===== src/rtl/afe_pkg.sv =====
// Shared constants and carrier types of the sensor front-end control block
package afe_pkg;

	localparam int unsigned CLK_HZ         = 250_000_000;
	localparam int unsigned CHOP_HZ        = 12_000;
	localparam int unsigned CHOP_HALF      = CLK_HZ / (2 * CHOP_HZ);
	localparam int unsigned ACC_COUNT      = 16;
	localparam int unsigned PRESCALE_BASE  = 3;

	localparam logic [7:0] OFS_CHOP_GAIN   = 8'h00;
	localparam logic [7:0] OFS_AMP2_OFFSET = 8'h04;
	localparam logic [7:0] OFS_FE_ENABLE   = 8'h08;
	localparam logic [7:0] OFS_FILT_GAIN   = 8'h0C;
	localparam logic [7:0] OFS_FILT_STATUS = 8'h10;
	localparam logic [7:0] OFS_FILT_DIV    = 8'h14;
	localparam logic [7:0] OFS_CURRENT     = 8'h18;
	localparam logic [7:0] OFS_CONV_CTRL   = 8'h1C;
	localparam logic [7:0] OFS_RESULT_LO   = 8'h20;
	localparam logic [7:0] OFS_RESULT_HI   = 8'h24;
	localparam logic [7:0] OFS_IRQ_FLAGS   = 8'h28;

	localparam logic [7:0] REG_RESET       = 8'h00;

	localparam logic [7:0] MASK_CHOP_GAIN  = 8'hFF;
	localparam logic [7:0] MASK_FE_ENABLE  = 8'hDF;
	localparam logic [7:0] MASK_FILT_STAT  = 8'h3C;
	localparam logic [7:0] MASK_CURRENT    = 8'hEF;
	localparam logic [7:0] MASK_CONV_CTRL  = 8'h81;

	localparam int unsigned BIT_CHOP_EN    = 7;
	localparam int unsigned BIT_FE_EN      = 7;
	localparam int unsigned BIT_AMP2_GAIN  = 6;
	localparam int unsigned BIT_READY      = 6;
	localparam int unsigned BIT_AUTO_CONV  = 5;
	localparam int unsigned POS_PRESCALE   = 2;
	localparam int unsigned BIT_CUR_EN     = 7;
	localparam int unsigned BIT_BAT_EN     = 6;
	localparam int unsigned BIT_ACCUM      = 5;
	localparam int unsigned BIT_START      = 7;
	localparam int unsigned BIT_BUSY       = 6;
	localparam int unsigned BIT_CONV_IE    = 0;
	localparam int unsigned BIT_FILT_IRQ   = 0;
	localparam int unsigned BIT_CONV_IRQ   = 1;

	localparam logic [6:0] STAGE2_BASE     = 7'h20;
	localparam logic [8:0] FILT_GAIN_BASE  = 9'h038;
	localparam logic [9:0] CUR_REF_BASE_MV = 10'h0C8;
	localparam logic [9:0] CUR_REF_STEP_MV = 10'h032;

	typedef enum logic [0:0]
	{
		CONV_IDLE = 1'b0,
		CONV_RUN  = 1'b1
	} conv_state_t;

	typedef struct packed
	{
		logic       chopper_clk;
		logic       amp_power_down;
		logic [6:0] stage2_gain_x32;
		logic [7:0] second_amp_offset_sel;
		logic       second_amp_gain_x2;
		logic [4:0] filter_amp_offset_sel;
		logic [3:0] lowpass_cutoff_hot;
		logic [8:0] filter_amp_gain;
		logic       filter_clk;
		logic       current_source_pd;
		logic [9:0] current_ref_mv;
		logic       battery_detect_enable;
	} afe_ctrl_t;

	typedef struct packed
	{
		logic start;
		logic use_filter;
		logic accumulate;
	} conv_cmd_t;

endpackage : afe_pkg


===== src/rtl/filter_clock_divider.sv =====
// Prescaler and divider that make the switched-capacitor filter clock
`timescale 1ns/1ns
module filter_clock_divider
#(
	parameter int unsigned PRE_W = 3,
	parameter int unsigned DIV_W = 8
)
(
	input  wire logic             pclk,
	input  wire logic             presetn,
	input  wire logic             enable,
	input  wire logic [PRE_W-1:0] prescale_sel,
	input  wire logic [DIV_W-1:0] div_val,
	output logic                  filter_clk
);

	localparam int unsigned CNT_W = DIV_W + PRE_W + 8;

	logic [CNT_W-1:0] cnt_q;
	logic [CNT_W-1:0] period;

	initial
	begin
		if (PRE_W != 3 || DIV_W < 1 || DIV_W > 16)
			$error("filter_clock_divider: unsupported widths");
	end

	// Period in system clocks: (div + 1) * 8 * 2^sel
	// Shift amount widened so sel + 3 cannot wrap for the top codes
	assign period = CNT_W'(({{(CNT_W-DIV_W){1'b0}}, div_val} + 1'b1)
		<< ({2'b00, prescale_sel} + 5'(afe_pkg::PRESCALE_BASE)));

	// Reload at terminal count, one filter period per division
	always_ff @(posedge pclk or negedge presetn)
	begin
		if (!presetn)
			cnt_q <= '0;
		else if (!enable || cnt_q >= period - 1'b1)
			cnt_q <= '0;
		else
			cnt_q <= cnt_q + 1'b1;
	end

	// High for the first half of each period
	always_ff @(posedge pclk or negedge presetn)
	begin
		if (!presetn)
			filter_clk <= 1'b0;
		else
			filter_clk <= enable && (cnt_q < (period >> 1));
	end

endmodule : filter_clock_divider


===== src/rtl/sensor_frontend_control.sv =====
// Register file, clocks and conversion sequencing of the sensor front end
`timescale 1ns/1ns
module sensor_frontend_control
#(
	parameter int unsigned ADDR_W     = 8,
	parameter int unsigned CHOP_HALF  = afe_pkg::CHOP_HALF,
	parameter int unsigned RESULT_W   = 12
)
(
	input  wire logic              pclk,
	input  wire logic              presetn,
	input  wire logic              psel,
	input  wire logic              penable,
	input  wire logic              pwrite,
	input  wire logic [ADDR_W-1:0] paddr,
	input  wire logic [31:0]       pwdata,
	output logic      [31:0]       prdata,
	output logic                   pready,
	output logic                   pslverr,
	input  wire logic              filter_output_ready,
	input  wire logic              conv_done,
	input  wire logic [RESULT_W-1:0] conv_data,
	output afe_pkg::afe_ctrl_t     afe_ctrl,
	output afe_pkg::conv_cmd_t     conv_cmd,
	output logic                   converter_busy,
	output logic                   filter_irq,
	output logic                   conv_irq
);

	localparam int unsigned ACC_W = 16;
	localparam int unsigned CHOP_W = $clog2(CHOP_HALF + 1);

	initial
	begin
		if (ADDR_W < 6 || CHOP_HALF < 1 || RESULT_W != 12)
			$error("sensor_frontend_control: unsupported parameters");
	end

	logic [7:0] chop_gain_q;
	logic [7:0] amp2_offset_q;
	logic [7:0] fe_enable_q;
	logic [7:0] filt_gain_q;
	logic [7:0] filt_status_q;
	logic [7:0] filt_div_q;
	logic [7:0] current_q;
	logic [7:0] conv_ctrl_q;
	logic [1:0] irq_flags_q;
	logic [ACC_W-1:0] result_q;
	logic [ACC_W-1:0] acc_q;
	logic [3:0]  acc_cnt_q;
	logic [31:0] rdata_d;
	logic        unmapped_d;
	logic        wr_en;
	logic        rd_setup;
	logic [1:0]  ready_sync_q;
	logic        ready_prev_q;
	logic        ready_rise;
	logic        sw_trig;
	logic        auto_trig;
	logic        new_req;
	logic        last_conv;
	logic        conv_finish;
	logic [CHOP_W-1:0] chop_cnt_q;
	logic        chop_clk_q;
	logic        filter_clk_w;
	afe_pkg::conv_state_t state_q;

	function automatic logic hit(input logic [ADDR_W-1:0] a,
		input logic [7:0] ofs);
		hit = (a == ADDR_W'(ofs));
	endfunction : hit

	// APB: one wait state, writes land at the edge where pready is high
	assign wr_en    = psel && penable && pwrite && pready;
	assign rd_setup = psel && penable && !pready;

	// Unimplemented bits are masked away on both sides, except in the chopper gain register
	always_comb
	begin
		rdata_d    = '0;
		unmapped_d = 1'b0;
		case (1'b1)
			hit(paddr, afe_pkg::OFS_CHOP_GAIN):
				rdata_d[7:0] = chop_gain_q;
			hit(paddr, afe_pkg::OFS_AMP2_OFFSET):
				rdata_d[7:0] = amp2_offset_q;
			hit(paddr, afe_pkg::OFS_FE_ENABLE):
				rdata_d[7:0] = fe_enable_q & afe_pkg::MASK_FE_ENABLE;
			hit(paddr, afe_pkg::OFS_FILT_GAIN):
				rdata_d[7:0] = filt_gain_q;
			hit(paddr, afe_pkg::OFS_FILT_STATUS):
			begin
				rdata_d[7:0] = filt_status_q & afe_pkg::MASK_FILT_STAT;
				rdata_d[afe_pkg::BIT_READY] = ready_prev_q;
			end
			hit(paddr, afe_pkg::OFS_FILT_DIV):
				rdata_d[7:0] = filt_div_q;
			hit(paddr, afe_pkg::OFS_CURRENT):
				rdata_d[7:0] = current_q & afe_pkg::MASK_CURRENT;
			hit(paddr, afe_pkg::OFS_CONV_CTRL):
			begin
				rdata_d[7:0] = conv_ctrl_q & afe_pkg::MASK_CONV_CTRL;
				rdata_d[afe_pkg::BIT_BUSY] = converter_busy;
			end
			hit(paddr, afe_pkg::OFS_RESULT_LO):
				rdata_d[7:0] = result_q[7:0];
			hit(paddr, afe_pkg::OFS_RESULT_HI):
				rdata_d[7:0] = result_q[15:8];
			hit(paddr, afe_pkg::OFS_IRQ_FLAGS):
				rdata_d[1:0] = irq_flags_q;
			default:
				unmapped_d = 1'b1;
		endcase
	end

	always_ff @(posedge pclk or negedge presetn)
	begin
		if (!presetn)
		begin
			pready  <= 1'b0;
			prdata  <= '0;
			pslverr <= 1'b0;
		end
		else
		begin
			pready  <= rd_setup;
			prdata  <= rd_setup ? rdata_d : '0;
			pslverr <= rd_setup && unmapped_d;
		end
	end

	// Reserved gain bits are stored as written; software keeps them 0
	always_ff @(posedge pclk or negedge presetn)
	begin
		if (!presetn)
		begin
			chop_gain_q   <= afe_pkg::REG_RESET;
			amp2_offset_q <= afe_pkg::REG_RESET;
			fe_enable_q   <= afe_pkg::REG_RESET;
			filt_gain_q   <= afe_pkg::REG_RESET;
			filt_status_q <= afe_pkg::REG_RESET;
			filt_div_q    <= afe_pkg::REG_RESET;
			current_q     <= afe_pkg::REG_RESET;
			conv_ctrl_q   <= afe_pkg::REG_RESET;
		end
		else if (wr_en)
		begin
			if (hit(paddr, afe_pkg::OFS_CHOP_GAIN))
				chop_gain_q <= pwdata[7:0] & afe_pkg::MASK_CHOP_GAIN;
			if (hit(paddr, afe_pkg::OFS_AMP2_OFFSET))
				amp2_offset_q <= pwdata[7:0];
			if (hit(paddr, afe_pkg::OFS_FE_ENABLE))
				fe_enable_q <= pwdata[7:0] & afe_pkg::MASK_FE_ENABLE;
			if (hit(paddr, afe_pkg::OFS_FILT_GAIN))
				filt_gain_q <= pwdata[7:0];
			if (hit(paddr, afe_pkg::OFS_FILT_STATUS))
				filt_status_q <= pwdata[7:0] & afe_pkg::MASK_FILT_STAT;
			if (hit(paddr, afe_pkg::OFS_FILT_DIV))
				filt_div_q <= pwdata[7:0];
			if (hit(paddr, afe_pkg::OFS_CURRENT))
				current_q <= pwdata[7:0] & afe_pkg::MASK_CURRENT;
			if (hit(paddr, afe_pkg::OFS_CONV_CTRL))
				conv_ctrl_q <= pwdata[7:0] & afe_pkg::MASK_CONV_CTRL;
		end
	end

	// Ready comes from the analog filter, so it is synchronised first
	always_ff @(posedge pclk or negedge presetn)
	begin
		if (!presetn)
		begin
			ready_sync_q <= 2'b00;
			ready_prev_q <= 1'b0;
		end
		else
		begin
			ready_sync_q <= {ready_sync_q[0], filter_output_ready};
			ready_prev_q <= ready_sync_q[1];
		end
	end

	assign ready_rise = ready_sync_q[1] && !ready_prev_q;

	// Start fires on the write that takes the start bit from 1 back to 0
	assign sw_trig = wr_en && hit(paddr, afe_pkg::OFS_CONV_CTRL)
		&& conv_ctrl_q[afe_pkg::BIT_START]
		&& !pwdata[afe_pkg::BIT_START];
	assign auto_trig = ready_rise
		&& filt_status_q[afe_pkg::BIT_AUTO_CONV];
	assign new_req   = sw_trig || auto_trig;
	assign last_conv = !current_q[afe_pkg::BIT_ACCUM]
		|| (acc_cnt_q == 4'(afe_pkg::ACC_COUNT - 1));
	// A new request aborts the running one rather than queueing behind it
	assign conv_finish = (state_q == afe_pkg::CONV_RUN) && conv_done
		&& last_conv && !new_req;

	// Conversion sequencer
	always_ff @(posedge pclk or negedge presetn)
	begin
		if (!presetn)
		begin
			state_q        <= afe_pkg::CONV_IDLE;
			converter_busy <= 1'b0;
			conv_cmd       <= '0;
			acc_q          <= '0;
			acc_cnt_q      <= '0;
			result_q       <= '0;
		end
		else
		begin
			conv_cmd.start      <= 1'b0;
			conv_cmd.use_filter <= filt_status_q[afe_pkg::BIT_AUTO_CONV];
			conv_cmd.accumulate <= current_q[afe_pkg::BIT_ACCUM];
			if (new_req)
			begin
				state_q        <= afe_pkg::CONV_RUN;
				converter_busy <= 1'b1;
				conv_cmd.start <= 1'b1;
				acc_q          <= '0;
				acc_cnt_q      <= '0;
			end
			else
			begin
				case (state_q)
					afe_pkg::CONV_IDLE:
						converter_busy <= 1'b0;
					afe_pkg::CONV_RUN:
					begin
						if (conv_done && !current_q[afe_pkg::BIT_ACCUM])
						begin
							result_q       <= ACC_W'(conv_data);
							state_q        <= afe_pkg::CONV_IDLE;
							converter_busy <= 1'b0;
						end
						else if (conv_done && last_conv)
						begin
							result_q       <= acc_q + ACC_W'(conv_data);
							state_q        <= afe_pkg::CONV_IDLE;
							converter_busy <= 1'b0;
						end
						else if (conv_done)
						begin
							acc_q          <= acc_q + ACC_W'(conv_data);
							acc_cnt_q      <= acc_cnt_q + 4'h1;
							conv_cmd.start <= 1'b1;
						end
					end
					default:
						state_q <= afe_pkg::CONV_IDLE;
				endcase
			end
		end
	end

	// Sticky flags, write one to clear; a new event wins over the clear
	always_ff @(posedge pclk or negedge presetn)
	begin
		if (!presetn)
			irq_flags_q <= 2'b00;
		else
		begin
			if (wr_en && hit(paddr, afe_pkg::OFS_IRQ_FLAGS))
				irq_flags_q <= irq_flags_q & ~pwdata[1:0];
			if (ready_rise)
				irq_flags_q[afe_pkg::BIT_FILT_IRQ] <= 1'b1;
			if (conv_finish)
				irq_flags_q[afe_pkg::BIT_CONV_IRQ] <= 1'b1;
		end
	end

	// Interrupt requests are one-cycle pulses
	always_ff @(posedge pclk or negedge presetn)
	begin
		if (!presetn)
		begin
			filter_irq <= 1'b0;
			conv_irq   <= 1'b0;
		end
		else
		begin
			filter_irq <= ready_rise;
			conv_irq   <= conv_finish
				&& conv_ctrl_q[afe_pkg::BIT_CONV_IE];
		end
	end

	// Chopper clock: half period counted in system clocks
	always_ff @(posedge pclk or negedge presetn)
	begin
		if (!presetn)
		begin
			chop_cnt_q <= '0;
			chop_clk_q <= 1'b0;
		end
		else if (!chop_gain_q[afe_pkg::BIT_CHOP_EN])
		begin
			chop_cnt_q <= '0;
			chop_clk_q <= 1'b0;
		end
		else if (chop_cnt_q == CHOP_W'(CHOP_HALF - 1))
		begin
			chop_cnt_q <= '0;
			chop_clk_q <= !chop_clk_q;
		end
		else
			chop_cnt_q <= chop_cnt_q + 1'b1;
	end

	// Filter clock stops while the front end is powered down
	filter_clock_divider
	#(
		.PRE_W (3),
		.DIV_W (8)
	)
	u_filter_clock_divider
	(
		.pclk         (pclk),
		.presetn      (presetn),
		.enable       (fe_enable_q[afe_pkg::BIT_FE_EN]),
		.prescale_sel (filt_status_q[afe_pkg::POS_PRESCALE +: 3]),
		.div_val      (filt_div_q),
		.filter_clk   (filter_clk_w)
	);

	function automatic logic [3:0] cutoff_hot(input logic [1:0] sel);
		cutoff_hot = 4'h1 << sel;
	endfunction : cutoff_hot

	// Analog controls, decoded and registered so each is glitch free
	always_ff @(posedge pclk or negedge presetn)
	begin
		if (!presetn)
			afe_ctrl <= '0;
		else
		begin
			afe_ctrl.chopper_clk <= chop_clk_q;
			afe_ctrl.amp_power_down <=
				!fe_enable_q[afe_pkg::BIT_FE_EN];
			afe_ctrl.stage2_gain_x32 <= afe_pkg::STAGE2_BASE
				+ 7'(chop_gain_q[4:0]) * 7'h03;
			afe_ctrl.second_amp_offset_sel <= amp2_offset_q;
			afe_ctrl.second_amp_gain_x2 <=
				!fe_enable_q[afe_pkg::BIT_AMP2_GAIN];
			afe_ctrl.filter_amp_offset_sel <= fe_enable_q[4:0];
			afe_ctrl.lowpass_cutoff_hot <=
				cutoff_hot(filt_gain_q[7:6]);
			afe_ctrl.filter_amp_gain <= afe_pkg::FILT_GAIN_BASE
				+ {1'b0, filt_gain_q[5:0], 2'b00};
			afe_ctrl.filter_clk <= filter_clk_w;
			afe_ctrl.current_source_pd <=
				!current_q[afe_pkg::BIT_CUR_EN];
			afe_ctrl.current_ref_mv <= afe_pkg::CUR_REF_BASE_MV
				+ 10'(current_q[3:0]) * afe_pkg::CUR_REF_STEP_MV;
			afe_ctrl.battery_detect_enable <=
				current_q[afe_pkg::BIT_BAT_EN];
		end
	end

endmodule : sensor_frontend_control


===== config.mk =====
export PLATFORM = sky130hd
export DESIGN_NAME = sensor_frontend_control
export DESIGN_NICKNAME = d
export VERILOG_FILES = /design/src/rtl/afe_pkg.sv /design/src/rtl/filter_clock_divider.sv /design/src/rtl/sensor_frontend_control.sv
export SDC_FILE = /design/constraint.sdc
export NUM_CORES = 1
export LEC_CHECK = 0
export ABC_AREA = 1
export ABC_CLOCK_PERIOD_IN_PS = 4120
export BUFFER_PORTS_ARGS = -buffer_cell sky130_fd_sc_hd__buf_2
export CAP_MARGIN = 15
export CORE_AREA = 2 2 180 182
export DETAILED_ROUTE_END_ITERATION = 8
export DIE_AREA = 0 0 182 184
export PLACE_DENSITY = 0.57
export SYNTH_ARGS = -nofsm -noshare
export SYNTH_HDL_FRONTEND = slang
export SYNTH_SLANG_ARGS = --single-unit

===== constraint.sdc =====
create_clock -name pclk -period 4.12 [get_ports pclk]
set_input_delay 0.412 -clock pclk [delete_from_list [all_inputs] [get_ports pclk]]
set_output_delay 0.412 -clock pclk [all_outputs]
set_load 0.05 [all_outputs]

=== After elaboration in Yosys (flattened, before gate mapping) ===
Cells that the tools add are included.

* Bitwise operators: 4
* $lt $le $gt $ge: 2
* Multiply operators: 2
* Add/sub/neg operators: 10
* Equal/unequal tests: 16
* Reductions and logical operators: 46
* Shifts and indexed selects: 2
* Multiplexer cells: 66

{| class="wikitable"
|+ Operator list
! operator !! number
|-
| 2-to-1 mux 16 bit || 7
|-
| 2-to-1 mux 6 bit || 10
|-
| == test 8 x 5 -> 1 bit (second input constant) || 4
|-
| 2-to-1 mux 14 bit || 2
|-
| 2-to-1 mux 1 bit || 27
|-
| == test 8 x 6 -> 1 bit (second input constant) || 3
|-
| 2-to-1 mux 2 bit || 12
|-
| 2-to-1 mux 4 bit || 5
|-
| adder 19 x 1 -> 19 bit (second input constant) || 1
|-
| greater-or-equal comparator 19 bit || 1
|-
| less-than comparator 19 x 18 -> 1 bit || 1
|-
| 2-to-1 mux 19 bit || 1
|-
| left shift 19 x 5 -> 19 bit || 1
|-
| subtractor 19 x 1 -> 19 bit (second input constant) || 1
|-
| logical AND 1 bit || 18
|-
| adder 16 x 12 -> 16 bit || 1
|-
| == test 8 x 4 -> 1 bit (second input constant) || 2
|-
| AND reduction 2 bit || 8
|-
| adder 14 x 1 -> 14 bit (second input constant) || 1
|-
| == test 14 bit (second input constant) || 1
|-
| adder 8 x 10 -> 10 bit (first input constant) || 1
|-
| nonzero test 2 bit || 5
|-
| adder 6 x 8 -> 9 bit (first input constant) || 1
|-
| adder 8 x 1 -> 9 bit (second input constant) || 1
|-
| 21 further kinds || 33
|}

* Output and inout port bits: 89
* Logic and storage cells: 189
* Bits in registers: 194

=== Longest topological paths before layout ===
* Word-level depth: 13
* Mapped depth: 29

=== By module ===
From an unflattened synthesis, not the netlist that was laid out.

* Cells, all modules: 1402
* Area total of the unflattened synthesis: 11359.6 sq um

{| class="wikitable"
|+ By module, submodules not included
! module !! area an instance (sq um) !! times used !! cells each !! seq. area each (sq um)
|-
| sensor_frontend_control || 8227.9 || 1 || 943 || 4279.1
|-
| filter_clock_divider || 3131.8 || 1 || 459 || 500.5
|}

=== Worst setup path after synthesis ===
OpenSTA, ideal clock, no wires.

* Kind: register to register
* From: register filt_status_q[2]
* To: register u_filter_clock_divider.cnt_q[17]
* Slack: 262 ps
* Arrival time: 3779 ps
* Required time: 4042 ps
* Setup time: 78 ps
* Period minus slack after synthesis: 3858 ps
* Buffers on the path: 2
* Cell stages (with the launch flop): 29
* Cell sequence: dfrtp_1 inv_2 ha_1 inv_1 buf_2 nor2_1 nand2_1 nor2_1 inv_1 ha_1 nand2_1 inv_1 nand2_2 inv_2 nand2_4 nor2_8 nand3_4 nor2_4 nand2_1 nand2_1 nand2_1 ha_1 a21oi_1 o21ai_0 a21oi_1 a21boi_0 nand4_1 clkbuf_1 a21oi_1

* Longest elaborated chain between the ends: 6

{| class="wikitable"
|+ Ends and longest elaborated chain
! element !! RTL line !! text
|-
| from (decl) || sensor_frontend_control.sv:43 || <nowiki>logic [7:0] filt_status_q;</nowiki>
|-
| from (signal assigned) || sensor_frontend_control.sv:141 || <nowiki>filt_status_q <= afe_pkg::REG_RESET;</nowiki>
|-
| from (signal assigned) || sensor_frontend_control.sv:157 || <nowiki>filt_status_q <= pwdata[7:0] & afe_pkg::MASK_FILT_STAT;</nowiki>
|-
| adder 3 x 2 -> 4 bit || filter_clock_divider.sv:31 || <nowiki><< ({2'b00, prescale_sel} + 5'(afe_pkg::PRESCALE_BASE)));</nowiki>
|-
| left shift 19 x 5 -> 19 bit || filter_clock_divider.sv:30 || <nowiki>assign period = CNT_W'(({{(CNT_W-DIV_W){1'b0}}, div_val} + 1'b1)</nowiki>
|-
| subtractor 19 x 1 -> 19 bit || filter_clock_divider.sv:38 || <nowiki>else if (!enable || cnt_q >= period - 1'b1)</nowiki>
|-
| greater-or-equal comparator 19 bit || filter_clock_divider.sv:38 ||
|-
| logical OR 1 bit || filter_clock_divider.sv:38 ||
|-
| 2-to-1 mux 19 bit || filter_clock_divider.sv:38 ||
|-
| to (signal assigned) || filter_clock_divider.sv:41 || <nowiki>cnt_q <= cnt_q + 1'b1;</nowiki>
|-
| to (decl) || filter_clock_divider.sv:19 || <nowiki>logic [CNT_W-1:0] cnt_q;</nowiki>
|}

No other way between the ends.
A chain may end at the register's enable or synchronous reset.

=== Worst setup path after layout ===
* From: register filt_status_q[3]
* To: register u_filter_clock_divider.cnt_q[15]

The elaborated chain is that of the path after synthesis.

==> results.cfg <==
[grt]
grt_pass1_wl_um = 46400
antenna_found_initial = 1
grt_max_degree = 115
grt.total_usage_pct = 17.5
grt.overflow.total = 0
met1_usage_pct = 24.2
top_usage_layer = met2
grtUsageMet2_pct = 27.8
grt_util_met3_pct = 3.25
grt_pass1_vias = 8856

[min_path]
hold_path.class = input port to async pin

[logic_synthesis]
syn-cell-area_um2 = 11000
synth_top_area_share_pct = 43.6
synth_seq_cells = 191
yosys_warnings = 0
yosysSeqAreaShare_pct = 43.6
ys_top_cells_by_area = dfrtp_1 44%, nand2_1 9.7%, ha_1 8.3%
postSynthCellCount = 1332
synthDistinctLibCells = 56
postSynthAreaPerCell_um2 = 8.22
synth.largest_area_cell = dfrtp_1

[sta]
finalCriticalPeriod_ns = 3.79
worst_slew_pin_slew_ns = 0.762
max_slew_margin_pct = 49.0
finalSetupTns_ns = 0
fin_skew_ns = 0.0126
maxClockFrequency_mhz = 264
final-hold-violation-count = 0
drv_slew = 0
fin_crit_sh_pct = 91.9
rsz0062_at_grt = no
fin_ws_ns = 0.334
finalHoldWorstSlack_ns = 0.00114
finalSetupViolCount = 0

[place]
place_ws_ns = 0.0921
post-dp-hpwl_um = 21400
placed_area_um2 = 11900
port_buffers = 96
gp_congestion = 0.910

[clock_tree]
path_clk_slew_ns = 0.07
cts_tree = yes
cts.sinks = 191
numCtsBuffers = 17
cts-root-buf = clkbuf_16
ctsHoldBuffers = 0
htree_levels = 4
clockBufferDepth = 2
clock_latency_ns = 0.45

[pwr]
switching_share_pct = 26.5
leakage_nw = 6.30
p_int_w = 0.00282
power_density_nw_per_um2 = 306
clock_power_share_pct = 43.0
ir_drop_v = 0.000265
pwr-share-comb_pct = 7.0
seqPwrFrac_pct = 49.9
p_switching_w = 0.00102

[route]
via_per_inst = 4.98
firstDrtPassIters = 5
drt_iter0_drc = 840
drtAntennaViolNets = 0
drc = 0
wirelength_um = 28000
vias = 9267
routedWlPerCell_um = 15.1

[layout]
multi_input_area_um2 = 5420
fillCellCount = 3190
nets = 1579
design_area_um2 = 12500
drive_gt1_share_pct = 13.5
regArea_um2 = 4780
area_growth_pct = 14.2

[die]
start_util_pct = 34.9
fp.coreArea_um2 = 31400
pin_count = 148
die_w_um = 182
rows = 65
die_y_um = 184
fp.dieArea_um2 = 33500

[worst_setup_path]
start_kind = flop
reg2reg_from = filt_status_q[3]$_DFFE_PN0P_
setup.worst_path.end_class = flop
critPathKind = flop to flop
crit_arrival_ns = 4.14
required_ns = 4.47
critPathLaunch = filt_status_q[3]$_DFFE_PN0P_
regToRegSetupSlack_ns = 0.33
cp_max_fo = 16
worstRegToRegCells = 26
r2r-end = u_filter_clock_divider.cnt_q[15]$_DFF_PN0_

[run]
max-cap-violations = 0

[status]
status = completed
==> kinds of logic after synthesis <==
kind of cell,count (synthesis),synth area share (%)
xor+xnor,39,3.19
other cells,1,0.0342
simple gates,590,24.3
flops,191,43.6
fa+ha+maj,76,8.89
buf+inv,196,7.86
compound gates,239,12.1
==> worst max-delay path: stages, from the launching register on <==
cell,delay [ns]
dfrtp_1,0.39
inv_1,0.06
ha_1,0.34
inv_1,0.08
nor2_2,0.16
nand2_1,0.11
nor2_2,0.17
inv_1,0.09
ha_1,0.20
nand2_1,0.07
inv_1,0.06
nand2_2,0.08
inv_2,0.05
nand2_4,0.07
nor2_8,0.05
nand3b_1,0.11
nor2_2,0.05
nand3_1,0.06
nand2_1,0.07
ha_1,0.32
a21oi_1,0.15
o21ai_0,0.10
a21oi_1,0.13
a21boi_1,0.17
nand4_1,0.17
buf_12,0.20
nor3_1,0.20
==> power by group through the flow <==
stage | clock [W] | sequential [W] | combinational, W
floorplan | 0 | 0.00196 | 0.000171
global placement | 0 | 0.00195 | 0.000269
detailed placement | 0 | 0.00195 | 0.000272
CTS | 0.00169 | 0.00191 | 0.000273
global route | 0.00177 | 0.00192 | 0.000303
finish | 0.00165 | 0.00191 | 0.000270
==> cell usage in the layout, fill, tap and decap left out, types with 3 or more instances in the layout <==
cell	netlist	final
a211oi_1	3	3
a21boi_1	2	3
a21oi_1	71	71
a22o_1	4	4
buf_12	0	3
buf_2	6	96
buf_4	29	17
clkbuf_16	0	17
clkinvlp_4	0	3
conb_1	1	27
dfrtp_1	191	191
fa_1	3	3
ha_1	73	72
inv_1	137	137
inv_2	7	7
inv_6	0	3
inv_8	0	3
nand2_1	282	282
nand2_2	12	12
nand3_1	95	95
nand3_2	6	6
nand3b_1	4	4
nand4_1	28	28
nor2_1	109	106
nor2_2	3	6
nor3_1	24	24
nor3b_1	6	6
nor4_1	4	4
o2111ai_1	3	3
o211ai_1	7	7
o21a_1	4	4
o21ai_0	114	114
o21ai_1	4	4
o22ai_1	11	11
or2_2	5	5
xnor2_1	7	7
xor2_1	31	31
==> cells in the mapped netlist, drive strengths merged <==
library cell  instances
xnor2                 7
or2                   6
o32a                  1
nand2               296
ha                   73
a31oi                 2
o21ai               120
a211oi                3
clkbuf               14
o221ai                2
nand3               102
fa                    3
xor2                 32
a21boi                4
and3                  2
a22o                  4
nor3b                 6
nand4                28
and3b                 1
nor4                  4
o31ai                 1
o22ai                11
nand3b                4
conb                  1
a31o                  2
nor3                 27
o21bai                2
o211ai                7
o21a                  4
buf                  36
dfrtp               191
o2111ai               3
clkinv                2
a221oi                1
a21oi                71
nor2                114
a22oi                 1
inv                 144
==> metal layers <==
layer  vias to the layer above  part of all wire [%]
met5                         -                     0
met4                         0                   2.0
met3                        32                   5.8
met2                       229                    45
met1                      4390                    47
li1                       4616                     -
==> worst max-delay path by stage <==
stage	to	slack, ns	cells after the start
after floorplan	u_filter_clock_divider.cnt_q[17]$_DFF_PN0_	0.26	28
after global placement	u_filter_clock_divider.cnt_q[15]$_DFF_PN0_	0.23	26
after detailed placement	u_filter_clock_divider.cnt_q[15]$_DFF_PN0_	0.09	26
after CTS	u_filter_clock_divider.cnt_q[15]$_DFF_PN0_	0.07	26
after global routing	u_filter_clock_divider.cnt_q[15]$_DFF_PN0_	0.01	27
final	u_filter_clock_divider.cnt_q[15]$_DFF_PN0_	0.33	26
==> final cells by class <==
class | count | share of cell area [%]
multi-input combinational | 971 | 43.3
sequential | 191 | 38.2
timing repair buffer | 117 | 5.45
inverter | 146 | 4.38
tap | 402 | 4.02
clock buffer | 18 | 3.43
clock inverter | 13 | 1.17
antenna | 1 | 0.0200
==> flip-flops by register name, indices dropped and copies added (netlist names), 7 cells and up <==
register                      count
current_q                         7
result_q                         16
afe_ctrl                         46
acc_q                            16
chop_cnt_q                       14
filt_gain_q                       8
filt_div_q                        8
fe_enable_q                       7
amp2_offset_q                     8
chop_gain_q                       8
prdata                            8
u_filter_clock_divider.cnt_q     19
==> metrics by stage <==
step	power (W)	util, %	std cells
floorplan	0.00213	-	1358
detailed placement	0.00222	37.9	1823
finish	0.00383	39.8	1859
CTS	0.00388	39.7	1854
global route	0.00399	39.8	1858
global placement	0.00222	37.9	1823
==> what timing repair did <==
item	in CTS	in global routing
buffers inserted	0	3
resized for setup	0	5
setup endpoints to repair	0	17
(Power assumes the default switching activity.)
